[src/rtc_ctl_pkg.sv]
// Package for the clock/calendar control block: register fields, protect ranges, trim constants.
// Assumes one 40 MHz clock domain; serial framing is decoded upstream into byte strobes.
package rtc_ctl_pkg;

    // Control register indices (in the control register space)
    localparam logic [2:0] ADDR_PROTECT = 3'h0;
    localparam logic [2:0] ADDR_IRQ_CLOCK_OUT_PIN = 3'h1;
    localparam logic [2:0] ADDR_TRIM = 3'h2;

    // Reset (blank) values
    localparam logic [7:0] PROTECT_RESET = 8'h18;
    localparam logic [7:0] IRQ_CLOCK_OUT_PIN_RESET = 8'h00;
    localparam logic [7:0] TRIM_RESET = 8'h00;

    // Field positions
    localparam int PROT_CODE_LSB = 5;
    localparam int IRQ_PULSED_BIT = 7;
    localparam int IRQ_EN_B_BIT = 6;
    localparam int IRQ_EN_A_BIT = 5;
    localparam int FREQ_SEL_LSB = 3;
    localparam int STATUS_FLAG_B_BIT = 6;
    localparam int STATUS_FLAG_A_BIT = 5;
    localparam int STATUS_UNUSED_BIT = 3;
    localparam int ENABLE_BIT = 7;

    // Field masks for writes: unused bits stay zero
    localparam logic [7:0] PROTECT_MASK = 8'hf8;
    localparam logic [7:0] IRQ_CLOCK_OUT_PIN_MASK = 8'hf8;
    localparam logic [7:0] TRIM_MASK = 8'h3f;

    // Array protect ranges
    localparam logic [8:0] ARR_LAST = 9'h1ff;
    localparam logic [8:0] ARR_FIRST = 9'h000;
    localparam logic [8:0] ARR_QUARTER_HI = 9'h180;
    localparam logic [8:0] ARR_HALF_HI = 9'h100;
    localparam logic [8:0] ARR_PAGES4_END = 9'h03f;
    localparam logic [8:0] ARR_PAGES8_END = 9'h07f;
    localparam logic [8:0] ARR_PAGES16_END = 9'h0ff;

    // Frequency selection codes
    localparam logic [1:0] FSEL_ALARM = 2'h0;
    localparam logic [1:0] FSEL_32K = 2'h1;
    localparam logic [1:0] FSEL_4K = 2'h2;
    localparam logic [1:0] FSEL_1HZ = 2'h3;

    // Time-of-day field count (sec, min, hour, date, month, weekday; no year)
    localparam int NUM_FIELDS = 6;

    // Trim: capacitance in 0.5 pF units, fixed offset of 9 pF
    localparam logic [6:0] CAP_BASE_HALF_PF = 7'h12;
    localparam logic [6:0] CAP_TOP_HALF_PF = 7'h20;

    // Interrupt pulse length in ns and derived cycles at 25 ns
    localparam int CLK_PERIOD_NS = 25;
    localparam int IRQ_PULSE_NS = 250;
    localparam int IRQ_PULSE_CYC = IRQ_PULSE_NS / CLK_PERIOD_NS;

    // One alarm: six bytes, each with compare enable in the MSB
    typedef struct packed {
        logic [7:0] weekday;
        logic [7:0] month;
        logic [7:0] date;
        logic [7:0] hour;
        logic [7:0] minute;
        logic [7:0] second;
    } alarm_s;

    // Current time fields from the counters (year not used)
    typedef struct packed {
        logic [7:0] weekday;
        logic [7:0] month;
        logic [7:0] date;
        logic [7:0] hour;
        logic [7:0] minute;
        logic [7:0] second;
    } time_s;

    // Array byte write request
    typedef struct packed {
        logic valid;
        logic [8:0] addr;
        logic [7:0] data;
    } arr_wr_s;

endpackage : rtc_ctl_pkg

[src/rtc_ctl.sv]
// Control block of a clock/calendar device: two alarms, array protect, irq/clock pin, cap trim.
// Assumes the serial slave upstream delivers decoded byte writes and read strobes on clk.
`timescale 1ns/10ps
module rtc_ctl
    import rtc_ctl_pkg::*;
(
    input wire logic clk,
    input wire logic rst_b,
    input wire logic ctl_wr,
    input wire logic [2:0] ctl_addr,
    input wire logic [7:0] ctl_wdata,
    input wire logic alarm_wr,
    input wire logic alarm_sel,
    input wire logic [2:0] alarm_field,
    input wire logic [7:0] alarm_wdata,
    input wire logic status_rd_done,
    input wire logic [7:0] status_in,
    input wire rtc_ctl_pkg::time_s now,
    input wire logic time_tick,
    input wire logic osc_32k,
    input wire logic div_4k,
    input wire logic div_1hz,
    input wire rtc_ctl_pkg::arr_wr_s arr_req,
    output logic [7:0] status_reg,
    output logic [7:0] array_protect_watchdog_ctl,
    output logic [7:0] alarm_irq_freq_out_ctl,
    output logic [7:0] load_cap_trim,
    output rtc_ctl_pkg::arr_wr_s arr_commit,
    output logic irq_clock_out_pin,
    output logic [6:0] cap_half_pf
);
    import rtc_ctl_pkg::*;

    // Field compare: disabled field always matches, enabled needs equal low seven bits
    function automatic logic field_hit(input logic [7:0] a, input logic [7:0] t);
        field_hit = !a[ENABLE_BIT] || (a[ENABLE_BIT-1:0] == t[ENABLE_BIT-1:0]);
    endfunction : field_hit

    // Protect decode for a nine-bit array address
    function automatic logic is_locked(input logic [2:0] code, input logic [8:0] a);
        unique case (code)
            3'h0: is_locked = 1'b0;
            3'h1: is_locked = a >= ARR_QUARTER_HI;
            3'h2: is_locked = a >= ARR_HALF_HI;
            3'h4: is_locked = a <= ARR_PAGES4_END;
            3'h5: is_locked = a <= ARR_PAGES8_END;
            3'h6: is_locked = a <= ARR_PAGES16_END;
            default: is_locked = (a >= ARR_FIRST) && (a <= ARR_LAST);
        endcase
    endfunction : is_locked

    // Alarm storage; the array stands in for the non-volatile cells
    logic [7:0] alarm_mem [2][NUM_FIELDS];
    logic [1:0] flags;
    logic pulse_pend;
    logic [3:0] pulse_cnt;
    logic irq_level;

    wire [2:0] prot_code = array_protect_watchdog_ctl[PROT_CODE_LSB +: 3];
    wire pulsed = alarm_irq_freq_out_ctl[IRQ_PULSED_BIT];
    wire [1:0] irq_en = {alarm_irq_freq_out_ctl[IRQ_EN_B_BIT],
                         alarm_irq_freq_out_ctl[IRQ_EN_A_BIT]};
    wire [1:0] fsel = alarm_irq_freq_out_ctl[FREQ_SEL_LSB +: 2];
    wire [5:0] trim = load_cap_trim[5:0];

    // Per-alarm field matches, year never compared
    logic [1:0] hit;
    genvar g;
    generate
        for (g = 0; g < 2; g++) begin : g_alarm
            wire [NUM_FIELDS-1:0] fh;
            assign fh[0] = field_hit(alarm_mem[g][0], now.second);
            assign fh[1] = field_hit(alarm_mem[g][1], now.minute);
            assign fh[2] = field_hit(alarm_mem[g][2], now.hour);
            assign fh[3] = field_hit(alarm_mem[g][3], now.date);
            assign fh[4] = field_hit(alarm_mem[g][4], now.month);
            assign fh[5] = field_hit(alarm_mem[g][5], now.weekday);
            // Any subset of enables works; an all-disabled alarm never fires
            assign hit[g] = time_tick && (&fh) &&
                            (|{alarm_mem[g][0][ENABLE_BIT], alarm_mem[g][1][ENABLE_BIT],
                               alarm_mem[g][2][ENABLE_BIT], alarm_mem[g][3][ENABLE_BIT],
                               alarm_mem[g][4][ENABLE_BIT], alarm_mem[g][5][ENABLE_BIT]});
        end
    endgenerate

    // Alarm events that may signal on the pin
    wire irq_allowed = (|irq_en) && (fsel == FSEL_ALARM);
    wire [1:0] irq_hit = hit & irq_en;
    // Set wins over the read clear so no match is lost
    wire [1:0] next_flags = hit | (status_rd_done ? 2'h0 : flags);
    // Level irq holds until status read; pulsed mode pulses once per match but holds at most one match waiting
    wire next_irq_level = irq_allowed && !pulsed &&
                          ((|irq_hit) || (irq_level && !status_rd_done));
    wire pulse_mode = irq_allowed && pulsed;
    wire pulse_on = pulse_cnt != 4'h0;
    // A match inside a running pulse, or the second of two same-tick matches, waits for
    // the pin to drop so each alarm gets its own pulse; only one match is queued
    wire start_pulse = pulse_mode && !pulse_on && ((|irq_hit) || pulse_pend);
    wire next_pulse_pend = pulse_mode &&
                           (pulse_on ? (pulse_pend || (|irq_hit))
                                     : (pulse_pend ? (|irq_hit) : (&irq_hit)));

    // Pin source selection
    logic pin_src;
    always_comb begin
        unique case (fsel)
            FSEL_ALARM: pin_src = irq_level || pulse_on;
            FSEL_32K: pin_src = osc_32k;
            FSEL_4K: pin_src = div_4k;
            FSEL_1HZ: pin_src = div_1hz;
        endcase
    end

    // Capacitance per pin in half-pF units: inverted top bit weighs 16 pF
    wire [6:0] next_cap = CAP_BASE_HALF_PF + (trim[5] ? 7'h00 : CAP_TOP_HALF_PF)
                          + {2'h0, trim[4:0]};

    // Array write gating
    wire arr_locked = is_locked(prot_code, arr_req.addr);
    arr_wr_s next_commit;
    always_comb begin
        next_commit = arr_req;
        next_commit.valid = arr_req.valid && !arr_locked;
    end

    // Status image: unused bit forced zero, alarm flags inserted
    logic [7:0] next_status;
    always_comb begin
        next_status = status_in;
        next_status[STATUS_FLAG_B_BIT] = next_flags[1];
        next_status[STATUS_FLAG_A_BIT] = next_flags[0];
        next_status[STATUS_UNUSED_BIT] = 1'b0;
    end

    // Control registers
    always_ff @(posedge clk or negedge rst_b) begin
        if (!rst_b) begin
            array_protect_watchdog_ctl <= PROTECT_RESET;
            alarm_irq_freq_out_ctl <= IRQ_CLOCK_OUT_PIN_RESET;
            load_cap_trim <= TRIM_RESET;
        end else if (ctl_wr) begin
            if (ctl_addr == ADDR_PROTECT) array_protect_watchdog_ctl <= ctl_wdata & PROTECT_MASK;
            if (ctl_addr == ADDR_IRQ_CLOCK_OUT_PIN) alarm_irq_freq_out_ctl <= ctl_wdata & IRQ_CLOCK_OUT_PIN_MASK;
            if (ctl_addr == ADDR_TRIM) load_cap_trim <= ctl_wdata & TRIM_MASK;
        end
    end

    // Alarm byte storage
    always_ff @(posedge clk or negedge rst_b) begin
        if (!rst_b) begin
            for (int i = 0; i < 2; i++) begin
                for (int j = 0; j < NUM_FIELDS; j++) begin
                    alarm_mem[i][j] <= 8'h00;
                end
            end
        end else if (alarm_wr && (int'(alarm_field) < NUM_FIELDS)) begin
            alarm_mem[alarm_sel][alarm_field] <= alarm_wdata;
        end
    end

    // Flags, pin state and outputs
    always_ff @(posedge clk or negedge rst_b) begin
        if (!rst_b) begin
            flags <= 2'h0;
            pulse_pend <= 1'b0;
            irq_level <= 1'b0;
            pulse_cnt <= 4'h0;
            status_reg <= 8'h00;
            arr_commit <= '0;
            irq_clock_out_pin <= 1'b0;
            cap_half_pf <= 7'h00;
        end else begin
            flags <= next_flags;
            pulse_pend <= next_pulse_pend;
            irq_level <= next_irq_level;
            pulse_cnt <= start_pulse ? 4'(IRQ_PULSE_CYC) : (pulse_on ? pulse_cnt - 4'h1 : 4'h0);
            status_reg <= next_status;
            arr_commit <= next_commit;
            irq_clock_out_pin <= pin_src;
            cap_half_pf <= next_cap;
        end
    end

    // Assertions
    property p_status_bit3;
        @(posedge clk) disable iff (!rst_b) !status_reg[STATUS_UNUSED_BIT];
    endproperty
    a_status_bit3: assert property (p_status_bit3) else $error("status bit 3 not zero");

    property p_locked_drop;
        @(posedge clk) disable iff (!rst_b)
            (arr_req.valid && is_locked(prot_code, arr_req.addr)) |=> !arr_commit.valid;
    endproperty
    a_locked_drop: assert property (p_locked_drop) else $error("locked write passed");

    property p_full_lock;
        @(posedge clk) disable iff (!rst_b)
            (arr_req.valid && prot_code == 3'h3) |=> !arr_commit.valid;
    endproperty
    a_full_lock: assert property (p_full_lock) else $error("full lock leaked");

    property p_free_pass;
        @(posedge clk) disable iff (!rst_b)
            (arr_req.valid && prot_code == 3'h0) |=> arr_commit.valid;
    endproperty
    a_free_pass: assert property (p_free_pass) else $error("unprotected write lost");

    property p_flag_set;
        @(posedge clk) disable iff (!rst_b) hit[0] |=> flags[0] && status_reg[STATUS_FLAG_A_BIT];
    endproperty
    a_flag_set: assert property (p_flag_set) else $error("alarm flag not set");

    property p_flag_clear;
        @(posedge clk) disable iff (!rst_b) (status_rd_done && !hit[1]) |=> !flags[1];
    endproperty
    a_flag_clear: assert property (p_flag_clear) else $error("flag not cleared");

    property p_fsel_32k;
        @(posedge clk) disable iff (!rst_b)
            (fsel == FSEL_32K) |=> irq_clock_out_pin == $past(osc_32k);
    endproperty
    a_fsel_32k: assert property (p_fsel_32k) else $error("clock route wrong");

    property p_suppress;
        @(posedge clk) disable iff (!rst_b) (fsel != FSEL_ALARM) |=> !irq_level;
    endproperty
    a_suppress: assert property (p_suppress) else $error("alarm active with clock out");

    property p_pulse;
        @(posedge clk) disable iff (!rst_b) start_pulse |=> pulse_on [*8];
    endproperty
    a_pulse: assert property (p_pulse) else $error("pulse too short");

    property p_cap_code0;
        @(posedge clk) disable iff (!rst_b) (trim == 6'h00) |=> cap_half_pf == 7'h32;
    endproperty
    a_cap_code0: assert property (p_cap_code0) else $error("trim code 0 wrong");

    property p_irq_gate;
        @(posedge clk) disable iff (!rst_b) !(|irq_en) |=> !irq_level;
    endproperty
    a_irq_gate: assert property (p_irq_gate) else $error("irq with no enable");

    property p_irq_set;
        @(posedge clk) disable iff (!rst_b)
            (irq_allowed && !pulsed && (|irq_hit)) |=> irq_level;
    endproperty
    a_irq_set: assert property (p_irq_set) else $error("level irq not set");

    property p_level_release;
        @(posedge clk) disable iff (!rst_b) (status_rd_done && !(|irq_hit)) |=> !irq_level;
    endproperty
    a_level_release: assert property (p_level_release) else $error("irq held");

    property p_second_pulse;
        @(posedge clk) disable iff (!rst_b) (start_pulse && (&irq_hit)) |=> pulse_pend;
    endproperty
    a_second_pulse: assert property (p_second_pulse) else $error("pulse lost");

    property p_flag_b_set;
        @(posedge clk) disable iff (!rst_b)
            hit[1] |=> flags[1] && status_reg[STATUS_FLAG_B_BIT];
    endproperty
    a_flag_b_set: assert property (p_flag_b_set) else $error("alarm b flag not set");

    property p_commit_copy;
        @(posedge clk) disable iff (!rst_b)
            arr_req.valid |=> (arr_commit.addr == $past(arr_req.addr)) &&
                              (arr_commit.data == $past(arr_req.data));
    endproperty
    a_commit_copy: assert property (p_commit_copy) else $error("array write altered");

    property p_fsel_4k;
        @(posedge clk) disable iff (!rst_b)
            (fsel == FSEL_4K) |=> irq_clock_out_pin == $past(div_4k);
    endproperty
    a_fsel_4k: assert property (p_fsel_4k) else $error("4k route wrong");

    property p_fsel_1hz;
        @(posedge clk) disable iff (!rst_b)
            (fsel == FSEL_1HZ) |=> irq_clock_out_pin == $past(div_1hz);
    endproperty
    a_fsel_1hz: assert property (p_fsel_1hz) else $error("1hz route wrong");

    property p_pin_quiet;
        @(posedge clk) disable iff (!rst_b)
            (fsel == FSEL_ALARM && !irq_level && !pulse_on) |=> !irq_clock_out_pin;
    endproperty
    a_pin_quiet: assert property (p_pin_quiet) else $error("pin active with no alarm");

    property p_cap_max;
        @(posedge clk) disable iff (!rst_b) (trim == 6'h1f) |=> cap_half_pf == 7'h51;
    endproperty
    a_cap_max: assert property (p_cap_max) else $error("trim code 1f wrong");

    property p_cap_min;
        @(posedge clk) disable iff (!rst_b) (trim == 6'h20) |=> cap_half_pf == 7'h12;
    endproperty
    a_cap_min: assert property (p_cap_min) else $error("trim code 20 wrong");

endmodule : rtc_ctl

[config.mk]
export PLATFORM = sky130hd
export DESIGN_NAME = rtc_ctl
export DESIGN_NICKNAME = d
export VERILOG_FILES = /design/src/rtc_ctl_pkg.sv /design/src/rtc_ctl.sv
export SDC_FILE = /design/constraint.sdc
export NUM_CORES = 1
export LEC_CHECK = 0
export ABC_AREA = 1
export BUFFER_PORTS_ARGS = -buffer_cell sky130_fd_sc_hd__clkbuf_2
export CORE_UTILIZATION = 54
export CTS_CLUSTER_DIAMETER = 50
export DETAILED_ROUTE_END_ITERATION = 10
export GPL_ROUTABILITY_DRIVEN = 0
export PLACE_DENSITY = 0.8
export SLEW_MARGIN = 25
export SYNTH_ARGS = -nofsm -noshare
export SYNTH_HDL_FRONTEND = slang
export SYNTH_SLANG_ARGS = --single-unit
[constraint.sdc]
create_clock -name clk -period 1.75 [get_ports clk]
set_clock_uncertainty 0.2 [all_clocks]
set_input_delay 0.35 -clock clk [delete_from_list [all_inputs] [get_ports clk]]
set_output_delay 0.35 -clock clk [all_outputs]
set_load 0.1 [all_outputs]
==> metrics, run 1 <==
outcome complete, but fails checks; failing checks negative setup slack; sequential share of the synthesized area 0.5324; Yosys warning total 0; predominant post-synthesis flop cell dfrtp_1; r2r setup slk -0.16 ns; synth unique cells 26; first-pass iteration count of the detailed router 5; Worst-Skew Late Latency 0.42 ns; total power 0.01187 W; fraction of the mapped netlist area in adder cells 0.001762; layout cell share with drive strength beyond 1 0.2870; ANT nets after route 0; Post-DP HPWL 11.38 mm; P_leak about 4.8 nW; Clock transition at path regs roughly 0.06 ns; syn_area_per_cell roughly 8.7 sq um; unrepaired setup endpoints after global routing yes; final global-route overflow total 0; initial core utilization 0.5582; antenna violations before repair 0; Crit Path Category register to register; mux contribution to synthesized area 0.07294; final setup fails 4; Critical Path Fanout Max 3; DP Worst Slack -0.1763 ns; via total after detailed routing between 5000 and 6000; final instance area 9370 sq um; clk root buf clkbuf_16; largest net degree at the start of global routing 39; DR vias/cell a little under 5; CTS tree yes; fmax 522.9 MHz; #FFs+latches synth 151; core area 12720 sq um; final net count 1122; Slew Viols, Final 0; Worst EP arrival 2.02 ns; TritonCTS buffer count 17; Core Util, Final 0.7365; Die Area 13610 sq um; largest family of logic cells by synthesized area simple AND/OR/NAND/NOR gates; Top reg by flops alarm_mem; mapped cell area 7102 sq um; worst hold path type primary input to register; Post-DP Area 8297 sq um; Synth Instances 812; Synth area leaders dfrtp_1 (53%), nand2_1 (14%), mux2_2 (7.3%); Yosys top cell by area dfrtp_1; Power Density 1267 nW/um^2; Peak VDD IR 0.8434 mV; count of boundary I/O pins between 150 and 200; top-count cell post-synth nand2_1; global-route wire length before repair 27.57 mm; startpoint type of the worst setup path register; CTS Buffer Depth 2; Die Width 116.7 um; Total Routing Usage GR 0.2691; vias in the first global route 5921; n_diodes 0; drt total wl 17.25 mm; Remaining DRCs 0; top cells by count, synth nand2_1 (257), dfrtp_1 (149), inv_1 (111); FP Rows 41; Die Ht 116.7 um; Final Hold Viols 0; simple-gate share of the synthesized area 0.1933; Post-synth EDFFs 0; # fillers 903; clk sinks 151; post-synthesis xor/xnor area fraction 0.05303; Iteration-0 DRC Markers approximately 420; H-tree depth 4; area delta synth->final 31.94%; Worst Path Required between 1.5 and 2 ns; Largest register FFs 96; Final Cycle Share 1.093; IO buf count 145; ys async rst share 1.000; crit end category register; fin worst setup slack -0.1623 ns; min Tclk post-route ~1.9 ns; setup TNS -0.4342 ns; compound-gate portion of the synthesized area 0.06536; DR WL/cell between 10 and 15 um; Largest regs alarm_mem x96, arr_commit x18, cap_half_pf x7; max-capacitance violation count 0; share of the synthesized area in the top cell type 0.5250
==> cell type report <==
cell class	count	area [sq um]	area share
tap	172	215.2	0.02297
clock inverter	14	128.9	0.01375
inverter	114	427.9	0.04567
multi-input combinational	529	2888	0.3082
timing repair buffer	202	1485	0.1585
sequential	151	3786	0.4041
clock buffer	18	439.2	0.04687
==> routing by layer <==
metal / vias to the layer above / part of all wire / GRT usage
li1: 2880 / - / -
met5: - / 0 / 0
met1: 2819 / 0.42 / 0.3332
met2: 157 / 0.51 / 0.4548
met3: 40 / 0.046 / 0.05605
met4: 0 / 0.027 / 0.1232
==> power by group <==
group	leakage [nW]	internal [W]	switching (W)
registers	1.83	0.00423	0.000472
logic	2.69	0.00121	0.00249
clock network	0.249	0.00199	0.00149
==> logic make-up (layout without fill, tap and decap cells) <==
family,after synthesis,in the layout
simple gates,340,340
mux,46,46
fa+ha+maj,1,1
compound gates,90,90
xor+xnor,43,43
buf+inv,140,348
other cells,1,9
flops,151,151
==> stage by stage <==
stage / hold slack (ns) / instances
after floorplan: -0.1456 / 820
after global placement: 0.08499 / 1136
after detailed placement: 0.08208 / 1136
after CTS: 0.02212 / 1200
after global routing: 0.04490 / 1200
final: 0.02886 / 1200
==> layout by cell type (no fill, tap or decap), types with 2 or more instances in the layout <==
master         Yosys  routed
buf_12             0      10
clkbuf_2           0      95
a21oi_1            7       6
nand2_2            1       7
xnor2_2            0       2
clkinvlp_4         0       9
dfrtp_2            0       4
inv_1            111     109
dfrtp_1          149     145
nand2_1          257     251
nor2_2             8      10
nor2_1            48      42
o21ai_1            3       5
inv_2              3       5
xor2_1            15      15
xnor2_1           28      26
o21ai_0           77      75
clkbuf_16          0      17
nand3_1           19      17
nand3_2            2       2
clkbuf_4           0      31
clkinv_4           0       2
dlygate4sd3_1      0      31
dfstp_2            2       2
nand3_4            0       2
mux2_2            46      46
conb_1             1       9
nor2_4             4       8
buf_4             10      34
==> worst paths after layout <==
| kind | start | end | cells after the start |
|---|---|---|---|
| min | ctl_wdata[6] | alarm_irq_freq_out_ctl[6]$_DFFE_PN0P_ | 3 |
| max in group asynchronous | rst_b | array_protect_watchdog_ctl[4]$_DFFE_PN1P_ | 3 |
| min in group asynchronous | rst_b | alarm_mem[90]$_DFFE_PN0P_ | 2 |
| min reg2reg | load_cap_trim[0]$_DFFE_PN0P_ | cap_half_pf[0]$_DFF_PN0_ | 0 |
| max reg2reg | alarm_mem[95]$_DFFE_PN0P_ | pulse_pend$_DFF_PN0_ | 10 |
| max | alarm_mem[95]$_DFFE_PN0P_ | pulse_pend$_DFF_PN0_ | 10 |
==> what timing repair did <==
action,CTS,global route
hold buffers,31,0
pin swaps,5,12
setup endpoints to repair,35,4
buffers inserted,1,0
gates resized for setup,35,25
hold endpoints to repair,172,0
==> critical path, cell delays in order, from the launching register on <==
cell and delay, ns:
dfrtp_1 0.40, nor2_1 0.20, nand3_1 0.15, o21ai_1 0.20, inv_1 0.08, nand2_1 0.12, nor2_4 0.06, nand3_4 0.09
nand2_2 0.07, a21oi_1 0.16, a21oi_2 0.08
Note: power is estimated with default switching activity, not from simulation.
==> run 2: changes to the inputs <==
Settings changed: CORE_ASPECT_RATIO from default to 0.75.
==> run 2 against run 1 <==
The run still ends with negative setup slack left; core utilization grew 0.51 points; global-route usage grew 0.25 points; via count fell by 0.27%; non-clock buffer count rose by 1; design area is 0.52% lower; sequential share of layout area increased by 0.21 points; clock-buffer cell count shrank 1; die area hardly changed; maximum frequency increased by 3.0%; first-iteration DRC count is 24% lower; largest power group unchanged; highest routed layer unchanged.
==> metrics, run 2 (synthesized netlist as in run 1, its figures left out) <==
final setup fails 4 (unchanged); register share of total power 0.396 (about the same); crit path cell chain xnor2_1 -> nand2_1 -> nor2_2 -> nand2_2 -> nand2_1 -> nand2_1 -> nor2_2 -> nand3_2 -> nand3b_4 -> nand2_1 -> a21oi_2; GR peak layer met2; final net count 1123 (+0.089%); global-route wire length before repair 28.01 mm (+1.6%); HP Start div_4k; Crit Path Category register to register; CTS tree yes; Top reg by flops alarm_mem; outcome complete, but fails checks; sw frac 0.3760 (+0.001611); most common cell after layout, fill and taps aside nand2_1; Post-DP HPWL 11.52 mm (+1.3%); min Tclk post-route 1.856 ns (-0.05609 ns); Die Width 134.4 um (+15%); count of boundary I/O pins 164 (unchanged); ANT nets after route 0 (unchanged); clk sinks 151 (unchanged); worst reg2reg path endpoint pulse_pend$_DFF_PN0_; vias in the first global route 5845 (-1.3%); largest net degree at the start of global routing 48 (+23%); initial core utilization 0.5651 (+0.006835); Critical Path Fanout Max 3 (unchanged); Crit path buffers/inverters 0 (-1); core area 12570 sq um (-1.2%); Net Sw Power 0.004456 W (+0.24%); fin worst setup slack -0.1062 ns (+0.05609 ns); Crit-path slowest cell dfrtp_1; DR vias/cell 4.921 (+0.15%); max-capacitance violation count 0 (unchanged); r2r setup slk -0.11 ns (+0.06 ns); WHS Path Cells 3 (unchanged); reg2reg start alarm_mem[74]$_DFFE_PN0P_; Remaining DRCs 0 (unchanged); Worst Path Required 1.90 ns (+0.04 ns); global routing usage on met1 0.3416 (+0.008424); final global-route overflow total 0 (unchanged); layout cell share with drive strength beyond 1 0.2818 (-0.005138); FP Rows 35 (-15%); P_leak 4.793 nW (+0.55%); Slew Viols, Final 0 (unchanged); area delta synth->final 31.25%; clk root buf clkbuf_16; Top cell by count, worst path nand2_1; Die Area 13620 sq um (about the same); Internal Power 0.007396 W (-0.44%); Iteration-0 DRC Markers 321 (-24%); Die Ht 101.3 um (-13%); Power Density 1271 nW/um^2 (+0.34%); Total Routing Usage GR 0.2716 (+0.002539); via total after detailed routing 5880 (-0.27%); worst hold path type primary input to register; total power 0.01185 W (-0.19%); unrepaired setup endpoints after global routing yes; H-tree depth 4 (unchanged); crit end category register; Peak VDD IR 0.7292 mV (-14%); CTS Buffer Depth 2 (unchanged); antenna violations before repair 0 (unchanged); met2 Resource Use GR 0.4723 (+0.01747); commonest non-fill, non-tap cells in the layout nand2_1 (255), dfrtp_1 (145), inv_1 (108); fmax 538.7 MHz (+3.0%); Largest regs alarm_mem x96, arr_commit x18, cap_half_pf x7; first-pass iteration count of the detailed router 5 (unchanged); Worst-Skew Late Latency 0.43 ns (about the same); TritonCTS buffer count 17 (unchanged); n_diodes 0 (unchanged); Clock transition at path regs 0.06 ns (about the same); delay-heaviest family, CP simple AND/OR/NAND/NOR gates; startpoint type of the worst setup path register; Final Hold Viols 0 (unchanged); drt total wl 17.32 mm (+0.39%); IO buf count 145 (unchanged); reg2reg path depth 11 (+1); Largest register FFs 96 (unchanged); met3 Usage GRT 0.05756 (+0.001512); clock power share 0.299 (+0.006); Core Util, Final 0.7417 (+0.005137); Worst EP arrival 2.01 ns (about the same); Worst Hold End irq_clock_out_pin$_DFF_PN0_; Final Cycle Share 1.061 (-0.03205); failing checks negative setup slack; CP max stage delay 0.40 ns (about the same); Comb pwr share 0.305 (-0.006); DR WL/cell 14.49 um (+0.81%)
==> run 2: cell types whose count changed in the layout (fill, tap and decap cells not counted), moves of 4 or more <==
cell        before  now
nor2_4           8    4
nand2_1        251  255
nor2_2          10   14
inv_6            1    6
nand2_2          7    3
clkinvlp_4       9    1
==> run 2: tightest hold or removal path, delay by kind of cell <==
kind            cells  cell delay [ns]
buf+inv             1             0.08
compound gates      2             0.19
==> run 2: worst max-delay path by stage <==
stage	from	endpoint	slack [ns]	cells after the start
6_report	alarm_mem[74]$_DFFE_PN0P_	pulse_pend$_DFF_PN0_	-0.11	11
5_1_grt	alarm_mem[60]$_DFFE_PN0P_	pulse_pend$_DFF_PN0_	-0.28	13
4_1_cts	alarm_mem[66]$_DFFE_PN0P_	pulse_pend$_DFF_PN0_	-0.03	12
3_5_place_dp	now[32]	pulse_pend$_DFF_PN0_	-0.20	12
3_3_place_gp	now[33]	pulse_pend$_DFF_PN0_	-0.11	12
2_1_floorplan	alarm_irq_freq_out_ctl[3]$_DFFE_PN0P_	pulse_cnt[1]$_DFF_PN0_	0.006	5
==> run 2: cell type report <==
class | count | area, sq um
clock buffers | 17 | 425.4
clock inverters | 15 | 142.6
fillers | 864 | 3247
inverters | 114 | 427.9
multi-input cells | 529 | 2820
flip-flops and latches | 151 | 3786
well taps | 166 | 207.7
repair buffers | 203 | 1511
==> run 2: timing repair <==
item	4_1_cts	5_1_grt
pin swaps	1	7
gates cloned	0	0
hold endpoints to repair	184	0
gates resized for setup	32	13
setup buffers	0	1
setup endpoints to repair	33	5
hold buffers	32	0
==> run 2: per-layer routing <==
layer | up-vias | part of all wire | wire length (um)
li1 | 2894 | - | -
met1 | 2797 | 0.43 | 7532
met2 | 164 | 0.50 | 8609
met3 | 25 | 0.049 | 842
met4 | 0 | 0.019 | 336
met5 | - | 0 | 0
==> run 2: power groups by stage <==
stage                     Sequential, W  Clock [W]  Combinational [W]
after global routing            0.00478    0.00377            0.00392
after CTS                       0.00468    0.00358            0.00359
final                           0.00469    0.00355            0.00362
after detailed placement        0.00473          0            0.00346
after global placement          0.00470          0            0.00338
after floorplan                 0.00580          0            0.00146
==> run 2: per-stage QoR <==
stage               instance area, sq um  TNS [ns]  cells  hold WS, ns  setup slack, ns
floorplan                           7137         0    820      -0.1456         0.005850
global placement                    8307    -2.293   1130      0.03774          -0.1145
detailed placement                  8307    -3.409   1130      0.03009          -0.1963
CTS                                 9275  -0.03786   1194      0.01861         -0.03219
global route                        9321   -0.9483   1195      0.03562          -0.2794
finish                              9321   -0.2339   1195      0.02535          -0.1062
==> run 3: changes to the inputs <==
--- a/config.mk
+++ b/config.mk
@@ -8,4 +8,5 @@
 export ABC_AREA = 1
 export BUFFER_PORTS_ARGS = -buffer_cell sky130_fd_sc_hd__clkbuf_2
+export CAP_MARGIN = 10
 export CORE_ASPECT_RATIO = 0.75
 export CORE_UTILIZATION = 54
@@ -14,4 +15,5 @@
 export GPL_ROUTABILITY_DRIVEN = 0
 export PLACE_DENSITY = 0.8
+export SKIP_CTS_REPAIR_TIMING = 1
 export SLEW_MARGIN = 25
 export SYNTH_ARGS = -nofsm -noshare
==> constraint.sdc (replaced) <==
create_clock -name clk -period 1.75 [get_ports clk]
set_clock_uncertainty 0.2 [all_clocks]
set_input_delay 0.2625 -clock clk [delete_from_list [all_inputs] [get_ports clk]]
set_output_delay 0.2625 -clock clk [all_outputs]
set_load 0.1 [all_outputs]
==> run 3 against run 2 <==
The flow finishes with violations (negative hold slack, negative setup slack); clock power increased by 5%; sequential share of layout area increased by 0.20 points; total power increased by 1.8%; design area decreased by 0.50%.
==> metrics, run 3 (synthesized netlist as in run 1, its figures left out) <==
outcome complete, but fails checks; failing checks negative hold slack, negative setup slack; H-tree depth 4 (unchanged); Critical Path Fanout Max 3 (unchanged); DR vias/cell 4.965 (+0.90%); Die Ht 101.3 um (unchanged); final setup fails 4 (unchanged); max-capacitance violation count 0 (unchanged); Top reg by flops alarm_mem; TritonCTS buffer count 17 (unchanged); Iteration-0 DRC Markers 278 (-13%); vias in the first global route 5599 (-4.2%); largest net degree at the start of global routing 52 (+8.3%); # fillers 896 (+3.7%); via total after detailed routing 5943 (+1.1%); unrepaired setup endpoints after global routing yes; Final Cycle Share 1.098 (+0.03704); first-pass iteration count of the detailed router 5 (unchanged); DR WL/cell 14.68 um (+1.3%); global-route wire length before repair 26.49 mm (-5.4%); fin worst setup slack -0.1711 ns (-0.06482 ns); n_diodes 0 (unchanged); Power Density 1301 nW/um^2 (+2.3%); IO buf count 145 (unchanged); Total Routing Usage GR 0.2546 (-0.01701); Die Width 134.4 um (unchanged); Remaining DRCs 0 (unchanged); Worst-Skew Late Latency 0.42 ns (about the same); Core Util, Final 0.7380 (-0.003684); area delta synth->final 30.60%; Worst EP arrival 2.07 ns (+0.06 ns); clk sinks 151 (unchanged); Crit Path Category register to register; initial core utilization 0.5651 (unchanged); final net count 1125 (+0.18%); min Tclk post-route 1.921 ns (+0.06482 ns); worst hold path type primary input to register; total power 0.01207 W (+1.8%); Worst Path Required 1.90 ns (about the same); ANT nets after route 0 (unchanged); FP Rows 35 (unchanged); Hold Slack -0.01276 ns (-0.03812 ns); Clock transition at path regs 0.06 ns (about the same); Final Hold Viols 3 (+3); CTS tree yes; core area 12570 sq um (unchanged); Slew Viols, Final 0 (unchanged); Largest register FFs 96 (unchanged); CTS Buffer Depth 2 (unchanged); most common cell after layout, fill and taps aside nand2_1; Die Area 13620 sq um (unchanged); clk root buf clkbuf_16; count of boundary I/O pins 164 (unchanged); worst slew pin tran 0.5710 ns; crit end category register; layout cell share with drive strength beyond 1 0.2910 (+0.009153); fmax 520.5 MHz (-3.4%); P_leak 4.780 nW (-0.28%); Largest regs alarm_mem x96, arr_commit x18, cap_half_pf x7; final global-route overflow total 0 (unchanged); Post-DP HPWL 11.50 mm (-0.23%); startpoint type of the worst setup path register; commonest non-fill, non-tap cells in the layout nand2_1 (249), dfrtp_1 (145), clkbuf_2 (128); drt total wl 17.57 mm (+1.4%); Slew headroom 0.6209; antenna violations before repair 0 (unchanged); Peak VDD IR 0.9471 mV (+30%)
## run 3: where the power goes
| part | internal, W | switching, W | leakage, nW |
|---|---|---|---|
| logic | 0.00111 | 0.00251 | 2.66 |
| clock network | 0.00218 | 0.00156 | 0.290 |
| registers | 0.00423 | 0.000474 | 1.83 |
| total | 0.00752 | 0.00455 | 4.78 |
## run 3: per-stage QoR
step | TNS [ns] | instances | setup slack [ns] | area (sq um) | hold slack (ns)
2_1_floorplan | 0 | 820 | 0.005850 | 7137 | -0.2331
3_3_place_gp | -0.01239 | 1126 | -0.01086 | 8167 | -0.0007375
3_5_place_dp | -0.2141 | 1126 | -0.07300 | 8167 | -0.003197
4_1_cts | -0.4767 | 1158 | -0.1300 | 8768 | -0.4486
5_1_grt | -1.205 | 1197 | -0.3031 | 9275 | -0.002348
6_report | -0.4290 | 1197 | -0.1711 | 9275 | -0.01276
## run 3: metal layers
layer | global-route usage | vias up | part of all wire
met4 | 0.07260 | 0 | 0.012
met3 | 0.05956 | 18 | 0.048
met2 | 0.4249 | 178 | 0.49
met1 | 0.3369 | 2850 | 0.45
met5 | 0 | - | 0
li1 | - | 2897 | -
## run 3: worst max-delay path, stage by stage, from the launching register on
cell and delay, ns:
dfrtp_1 0.39, xnor2_1 0.16, nand2_1 0.08, nor2_2 0.15, nand2_1 0.09, nand2_1 0.10, nand2_2 0.09, nor2_4 0.15
nand3_4 0.11, nor2_2 0.12, a21oi_1 0.05, a21oi_1 0.14
## run 3: path summary, 6_finish.rpt
path                                               from                            to  slack, ns  cells after the start
min in group asynchronous                         rst_b      arr_commit[15]$_DFF_PN0_       0.12                      2
setup reg to reg              alarm_mem[10]$_DFFE_PN0P_          pulse_pend$_DFF_PN0_      -0.17                     11
hold / removal                             ctl_wdata[5]  load_cap_trim[5]$_DFFE_PN0P_      -0.01                      3
hold reg to reg            load_cap_trim[0]$_DFFE_PN0P_      cap_half_pf[0]$_DFF_PN0_       0.21                      0
max in group asynchronous                         rst_b     alarm_mem[16]$_DFFE_PN0P_       0.59                      3
setup / recovery              alarm_mem[10]$_DFFE_PN0P_          pulse_pend$_DFF_PN0_      -0.17                     11
## run 3: final cells by class
cell class	instances	area, sq um	area share
timing repair buffer	205	1358	0.1464
tap	166	207.7	0.02239
multi-input combinational	529	2894	0.3120
clock buffer	18	439.2	0.04735
sequential	151	3786	0.4082
inverter	114	427.9	0.04614
clock inverter	14	162.7	0.01754
